==> src/rtl/pdc_pkg.sv <==
package pdc_pkg;

  // byte offsets of the registers in configuration space
  localparam logic [7:0] PDC_OFF_CAP_ID = 8'h90;
  localparam logic [7:0] PDC_OFF_NEXT_PTR = 8'h91;
  localparam logic [7:0] PDC_OFF_PROTO_CAPS = 8'h92;
  localparam logic [7:0] PDC_OFF_FEAT_CAPS = 8'h94;
  localparam logic [7:0] PDC_OFF_FEAT_CTL = 8'h98;

  // fixed byte values at the head of the capability structure
  localparam logic [7:0] PDC_CAP_ID_VAL = 8'h10;
  localparam logic [7:0] PDC_NEXT_PTR_VAL = 8'h00;

  // protocol capabilities word: fields and reset value
  localparam logic [15:0] PDC_PROTO_CAPS_RST = 16'h0061;
  localparam logic [3:0] PDC_VERSION_VAL = 4'h1;
  localparam logic [3:0] PDC_PORT_KIND_VAL = 4'h6;
  localparam logic [4:0] PDC_INT_NUM_VAL = 5'h00;
  localparam logic [1:0] PDC_PROTO_RSVD_VAL = 2'h0;
  localparam int PDC_VERSION_LSB = 0;
  localparam int PDC_KIND_LSB = 4;
  localparam int PDC_SLOT_BIT = 8;
  localparam int PDC_INT_NUM_LSB = 9;
  localparam int PDC_PROTO_RSVD_LSB = 14;

  // port feature capabilities word, every field fixed
  localparam logic [31:0] PDC_FEAT_CAPS_VAL = 32'h0000_8001;
  localparam int PDC_PAYLOAD_SUP_LSB = 0;
  localparam logic [2:0] PDC_PAYLOAD_SUP_VAL = 3'h1;
  localparam int PDC_BORROW_LSB = 3;
  localparam int PDC_WIDE_TAG_BIT = 5;
  localparam int PDC_ATTN_BUTTON_BIT = 12;
  localparam int PDC_ATTN_LAMP_BIT = 13;
  localparam int PDC_POWER_LAMP_BIT = 14;
  localparam int PDC_ROLE_ERR_BIT = 15;
  localparam int PDC_POWER_VALUE_LSB = 18;
  localparam int PDC_POWER_SCALE_LSB = 26;
  localparam logic [31:0] PDC_FEAT_RSVD_MASK = 32'hf003_0fc0;

  // port feature control register
  localparam logic [15:0] PDC_FEAT_CTL_RST = 16'h2000;
  localparam logic [15:0] PDC_FEAT_CTL_WMASK = 16'h70e0;
  localparam int PDC_READ_LIMIT_LSB = 12;
  localparam int PDC_PAYLOAD_LIMIT_LSB = 5;
  localparam logic [2:0] PDC_READ_LIMIT_RST = 3'h2;
  localparam logic [15:0] PDC_STATUS_VAL = 16'h0000;

  // access sequencer states
  typedef enum logic [1:0] {
    PDC_ST_IDLE = 2'b01,
    PDC_ST_ACK = 2'b10
  } pdc_state_t;

  // state of the access sequencer
  typedef struct packed {
    pdc_state_t state;
    logic [31:0] rdata;
    logic ctl_written;
  } pdc_core_t;

  // dword index of a byte offset
  function automatic logic [5:0] pdc_dw(input logic [7:0] addr);
    return addr[7:2];
  endfunction

  // merge write data into a 16-bit register by byte lane and writable mask
  function automatic logic [15:0] pdc_merge16(input logic [15:0] old_val,
                                              input logic [15:0] wdata,
                                              input logic [1:0] be,
                                              input logic [15:0] wmask);
    logic [15:0] lane;
    lane = {{8{be[1]}}, {8{be[0]}}} & wmask;
    return (old_val & ~lane) | (wdata & lane);
  endfunction

endpackage

==> src/rtl/pdc_feat_ctl.sv <==
`timescale 1ns/100ps
// holder of the port feature control register
module pdc_feat_ctl
  import pdc_pkg::*;
(
  input wire logic i_clock,
  input wire logic i_rstn,
  input wire logic i_wr_en,
  input wire logic [15:0] i_wdata,
  input wire logic [1:0] i_be,
  output logic [15:0] o_value
);

  // register state
  typedef struct packed {
    logic [15:0] ctl;
  } pdc_ctl_state_t;

  pdc_ctl_state_t st_reg; // registered state
  pdc_ctl_state_t st_next; // next state

  // only the writable fields move; fixed bits keep their reset value
  always_comb begin
    st_next = st_reg;
    if (i_wr_en) begin
      st_next.ctl = pdc_merge16(st_reg.ctl, i_wdata, i_be, PDC_FEAT_CTL_WMASK);
    end
  end

  // reset to the documented pattern with the read limit at its default
  always_ff @(posedge i_clock or negedge i_rstn) begin
    if (!i_rstn) begin
      st_reg.ctl <= PDC_FEAT_CTL_RST;
    end else begin
      st_reg <= st_next;
    end
  end

  assign o_value = st_reg.ctl;

endmodule // pdc_feat_ctl

==> src/rtl/pdc_downstream_caps.sv <==
`timescale 1ns/100ps
// Notes on behaviour
// next pointer byte reads zero, list ends
// protocol capabilities word, reset value 0061h
// interrupt message number field always zero
// slot bit follows general control, read-only
// port kind code reads switch downstream
// capability version field reads one
// feature capabilities word fixed at 8001h
// captured power scale and value read zero
// role-based error support bit reads one
// lamp and button present bits zero
// wide tag support bit reads zero
// borrowed function support field reads zero
// payload limit supported encodes 256 bytes
// reserved bits of capability words read zero
// feature control resets to 2000h
// read request limit resets to 512 bytes
// writes to fixed bits change nothing
module pdc_downstream_caps
  import pdc_pkg::*;
(
  input wire logic i_clock,
  input wire logic i_rstn,
  input wire logic [7:0] i_cfg_addr,
  input wire logic i_cfg_rd,
  input wire logic i_cfg_wr,
  input wire logic [3:0] i_cfg_be,
  input wire logic [31:0] i_cfg_wdata,
  input wire logic i_slot_implemented,
  output logic [31:0] o_cfg_rdata,
  output logic o_cfg_ack,
  output logic [2:0] o_read_request_limit,
  output logic [2:0] o_payload_limit
);

  pdc_core_t st_reg; // registered sequencer state
  pdc_core_t st_next; // next sequencer state

  logic req_take; // a request is taken this cycle
  logic [5:0] req_dw; // dword index of the request
  logic hit_head; // dword holding id, next pointer and protocol word
  logic hit_feat; // feature capabilities dword
  logic hit_ctl; // feature control dword
  logic ctl_wr_en; // write strobe toward the control register
  logic [15:0] ctl_value; // current control register contents
  logic [15:0] proto_caps; // assembled protocol capabilities word
  logic [31:0] feat_caps; // assembled feature capabilities word
  logic [31:0] read_word; // read data for the addressed dword

  // address decode; the low two offset bits are ignored, byte lanes come from the byte enables
  assign req_dw = pdc_dw(i_cfg_addr);
  assign hit_head = (req_dw == pdc_dw(PDC_OFF_CAP_ID));
  assign hit_feat = (req_dw == pdc_dw(PDC_OFF_FEAT_CAPS));
  assign hit_ctl = (req_dw == pdc_dw(PDC_OFF_FEAT_CTL));

  // a new request is only taken while no answer is pending
  assign req_take = (i_cfg_rd || i_cfg_wr) && (st_reg.state == PDC_ST_IDLE);

  // only the control dword accepts writes; all other words are fixed
  assign ctl_wr_en = req_take && i_cfg_wr && hit_ctl;

  // protocol capabilities word, built from its fixed fields and the slot level
  always_comb begin
    proto_caps = '0;
    proto_caps[PDC_VERSION_LSB +: 4] = PDC_VERSION_VAL;
    proto_caps[PDC_KIND_LSB +: 4] = PDC_PORT_KIND_VAL;
    // the slot level is owned by the general control register elsewhere
    proto_caps[PDC_SLOT_BIT] = i_slot_implemented;
    proto_caps[PDC_INT_NUM_LSB +: 5] = PDC_INT_NUM_VAL;
    proto_caps[PDC_PROTO_RSVD_LSB +: 2] = PDC_PROTO_RSVD_VAL;
  end

  // feature capabilities word, assembled field by field; nothing in it moves
  always_comb begin
    feat_caps = '0;
    // largest packet payload the port handles
    feat_caps[PDC_PAYLOAD_SUP_LSB +: 3] = PDC_PAYLOAD_SUP_VAL;
    // function numbers are never borrowed to widen tags
    feat_caps[PDC_BORROW_LSB +: 2] = '0;
    // short tags only, so the tag tracker stays small
    feat_caps[PDC_WIDE_TAG_BIT] = 1'b0;
    // no lamps and no button hang off this port
    feat_caps[PDC_ATTN_BUTTON_BIT] = 1'b0;
    feat_caps[PDC_ATTN_LAMP_BIT] = 1'b0;
    feat_caps[PDC_POWER_LAMP_BIT] = 1'b0;
    // role-based error reporting is supported
    feat_caps[PDC_ROLE_ERR_BIT] = 1'b1;
    // captured power fields only mean something on an upstream port
    feat_caps[PDC_POWER_VALUE_LSB +: 8] = '0;
    feat_caps[PDC_POWER_SCALE_LSB +: 2] = '0;
    // reserved ranges are cleared last, so a field slip cannot leak into them
    feat_caps = feat_caps & ~PDC_FEAT_RSVD_MASK;
  end

  // read multiplexer; dwords outside this block read as zero
  always_comb begin
    read_word = '0;
    if (hit_head) begin
      // id byte, then the end-of-list pointer, then the protocol word
      read_word = {proto_caps, PDC_NEXT_PTR_VAL, PDC_CAP_ID_VAL};
    end else if (hit_feat) begin
      // every field fixed, reserved and upstream-only fields are zero
      read_word = feat_caps;
    end else if (hit_ctl) begin
      // the status half is not kept here and reads zero
      read_word = {PDC_STATUS_VAL, ctl_value};
    end
  end

  // sequencer next state: take, answer one cycle later, then idle again
  always_comb begin
    st_next = st_reg;
    unique case (st_reg.state)
      PDC_ST_IDLE: begin
        if (req_take) begin
          st_next.state = PDC_ST_ACK;
          // a read returns the word as it stood before a same-cycle write
          if (i_cfg_rd) begin
            st_next.rdata = read_word;
          end
          if (ctl_wr_en) begin
            st_next.ctl_written = 1'b1;
          end
        end
      end
      PDC_ST_ACK: begin
        // requests in this cycle are ignored; the host waits for ack
        st_next.state = PDC_ST_IDLE;
      end
      default: begin
        // a damaged one-hot code falls back to idle
        st_next.state = PDC_ST_IDLE;
      end
    endcase
  end

  // state register; read data holds until the next read replaces it
  always_ff @(posedge i_clock or negedge i_rstn) begin
    if (!i_rstn) begin
      st_reg.state <= PDC_ST_IDLE;
      st_reg.rdata <= '0;
      st_reg.ctl_written <= 1'b0;
    end else begin
      st_reg <= st_next;
    end
  end

  // control register with byte-lane writes of its writable fields
  pdc_feat_ctl u_feat_ctl (
    .i_clock(i_clock),
    .i_rstn(i_rstn),
    .i_wr_en(ctl_wr_en),
    .i_wdata(i_cfg_wdata[15:0]),
    .i_be(i_cfg_be[1:0]),
    .o_value(ctl_value)
  );

  // outputs; the limits steer the port's request and payload sizing
  assign o_cfg_rdata = st_reg.rdata;
  assign o_cfg_ack = (st_reg.state == PDC_ST_ACK);
  assign o_read_request_limit = ctl_value[PDC_READ_LIMIT_LSB +: 3];
  assign o_payload_limit = ctl_value[PDC_PAYLOAD_LIMIT_LSB +: 3];
endmodule // pdc_downstream_caps

==> config.mk <==
export PLATFORM = sky130hd
export DESIGN_NAME = pdc_downstream_caps
export DESIGN_NICKNAME = d
export VERILOG_FILES = /design/src/rtl/pdc_pkg.sv /design/src/rtl/pdc_feat_ctl.sv /design/src/rtl/pdc_downstream_caps.sv
export SDC_FILE = /design/constraint.sdc
export NUM_CORES = 1
export LEC_CHECK = 0
export ABC_AREA = 1
export BUFFER_PORTS_ARGS = -buffer_cell sky130_fd_sc_hd__buf_2
export CAP_MARGIN = 10
export CORE_ASPECT_RATIO = 0.5
export CORE_MARGIN = 3
export CORE_UTILIZATION = 37
export DETAILED_ROUTE_END_ITERATION = 12
export PLACE_DENSITY = 0.79
export SYNTH_ARGS = -nofsm -noshare
export SYNTH_HDL_FRONTEND = slang
export SYNTH_SLANG_ARGS = --single-unit
export TNS_END_PERCENT = 100
==> constraint.sdc <==
create_clock -name i_clock -period 1.54 [get_ports i_clock]
set_input_delay 0.308 -clock i_clock [delete_from_list [all_inputs] [get_ports i_clock]]
set_output_delay 0.308 -clock i_clock [all_outputs]
set_load 0.02 [all_outputs]
==> flow_metrics.env <==
export IMPL_synthTopCellsByArea="dfrtp_1 38%, buf_4 24%, nand2_1 13%"
export IMPL_coreArea_sq_mm=0.00237
export IMPL_avgSynthCellArea_sq_um=8.48
export IMPL_fin_total_pwr_mw=1.15
export IMPL_tns_ns=0
export IMPL_startpoint_type="register"
export IMPL_grt_max_degree=18
export IMPL_start_util=0.415
export IMPL_layout_setup_ws_ns=0.259
export IMPL_worst_endpoint_required_ns=1.23
export IMPL_ys_seq_area_frac=0.435
export IMPL_clk_path_buf_depth=2
export IMPL_yosysMostFrequentCell="nand2_1"
export IMPL_synth_area_sq_um=983
export IMPL_dieArea_sq_mm=0.00335
export IMPL_grt_pass1_vias=599
export IMPL_async_flop_share=1.00
export IMPL_io_pins=88
export IMPL_peakVddDrop_v=0.000356
export IMPL_finalSetupViolCount=0
export IMPL_place_area_sq_mm=0.00104
export IMPL_clk_latency_ns=0.25
export IMPL_synth_top_area_cell="dfrtp_1"
export IMPL_synth_common_cells="33 x nand2_1, 32 x buf_4, 15 x dfrtp_1"
export IMPL_drt_first_pass_iters=4
export IMPL_cts_root_buffer="clkbuf_8"
export IMPL_num_vias=726
export IMPL_ys_types=14
export IMPL_worst_ep_arrival_time_ns=0.97
export IMPL_antenna_found_initial=0
export IMPL_p_per_area_mw_per_mm2=1050
export IMPL_die_w_microns=78.9
export IMPL_area_growth_syn_to_layout_pct=11.5
export IMPL_multi_input_area_sq_um=345
export IMPL_remaining_drc_errors=0
export IMPL_fin_area_sq_mm=0.00110
export IMPL_route_antenna_remaining_nets=0
export IMPL_seqCellArea_sq_um=428
export IMPL_drt_iter0_drc=54
export IMPL_avgRoutedWirePerCell_microns=9.35
export IMPL_clk_pin_slew_worst_paths_ns=0.06
export IMPL_crit_type="register to output port"
export IMPL_critical_path_peak_fanout=2
export IMPL_finalHoldViolCount=0
export IMPL_track_usage=0.107
export IMPL_ys_seq_elements=17
export IMPL_dp_slack_ns=0.326
export IMPL_synth_cells=116
export IMPL_cts_sinks=17
export IMPL_overflow=0
export IMPL_status="finished clean"
export IMPL_finalNetCount=195
export IMPL_wl_microns=1680
export IMPL_dp_final_hpwl_microns=1330
export IMPL_hp_class="primary input to register"
export IMPL_cts_buffers_inserted=3
export IMPL_synthFlopType="dfrtp_1"
export IMPL_synth_top_cell_area_share=0.382
export IMPL_synth_edf_count=0
export IMPL_drive_gt1_frac=0.352
export IMPL_grt_pass1_wl_microns=2670
export IMPL_leakagePower_nw=0.683
export IMPL_finalCriticalPeriod_ns=1.28
export IMPL_rows=12
export IMPL_hold_ws_ns=0.278
export IMPL_rsz0062_at_grt="false"
export IMPL_fmax_mhz=781
export IMPL_viasPerCell=4.03
export IMPL_post_cts_buffers=0
export IMPL_endpoint_kind="output port"
export IMPL_port_buffers=38
export IMPL_final_max_slew_viol_count=0
export IMPL_cts_tree="yes"
export IMPL_h_tree_depth=1
export IMPL_fill_cells=244
export IMPL_cap_violations=0
export IMPL_gp_congestion=0.757
export IMPL_fin_crit_sh=0.832
export IMPL_yosysWarnings=0
export IMPL_die_h_microns=42.5
export IMPL_num_antenna_cells=0
export IMPL_fin_skew_ns=0.00103
[stage by stage]
step	utilization	std cells
6_report	0.462	180
5_1_grt	0.462	180
4_1_cts	0.462	180
3_5_place_dp	0.439	175
3_3_place_gp	0.439	175
2_1_floorplan	-	134
[worst max-delay path: stages, from the launching register on]
cell and delay, ns:
dfstp_2 0.54, nor2_1 0.04, buf_2 0.15
[timing repair]
action / in CTS / in global routing
hold buffers: 1 / 0
endpoints found under the hold margin: 15 / 0
resized for setup: 0 / 0
[layout make-up]
cell class	instances	area share
sequential	17	0.390
inverter	7	0.0240
clock buffer	4	0.0411
timing repair buffer	40	0.189
tap	35	0.0400
multi-input combinational	77	0.315
[metal layers]
metal / up-vias / part of all wire / global-route usage
li1: 375 / - / -
met1: 317 / 0.39 / 0.116
met2: 30 / 0.47 / 0.177
met3: 4 / 0.11 / 0.0472
met4: 0 / 0.021 / 0.0616
met5: - / 0 / 0
[cells by family after synthesis]
kind of cell           Yosys count  synth area share
buffers and inverters           40             0.282
flip-flops                      17             0.435
other                            1           0.00381
AO/OA/AOI/OAI                    1           0.00508
AND/OR/NAND/NOR                 57             0.274
[worst paths after layout]
| kind | start | end | slack [ns] | depth (start not counted) |
|---|---|---|---|---|
| max | st_reg[33] | o_cfg_ack | 0.26 | 2 |
| min | i_cfg_wdata[13] | register | 0.28 | 3 |
| max reg2reg | st_reg[33] | o_cfg_rdata[7] | 0.32 | 5 |
| min reg2reg | o_cfg_rdata[6] | o_cfg_rdata[6] | 0.47 | 2 |
| max in group asynchronous | i_rstn | async pin | 0.72 | 2 |
| min in group asynchronous | i_rstn | o_cfg_rdata[24] | 0.51 | 2 |
[power by group]
part	switching (mW)	total, mW	internal, mW
clock	0.139	0.322	0.183
sequential	0.0240	0.519	0.495
combinational	0.230	0.306	0.0757
total	0.393	1.15	0.754
[layout by cell type, fill, tap and decap left out, drive strengths merged]
cell type and n:
a21oi 1, buf 39, clkbuf 4, conb 19, dfrtp 15, dfstp 2, dlygate4sd3 1, inv 7
nand2 34, nand3 10, nand4 7, nor2 6
No activity file was read; power rests on OpenSTA's default activity.
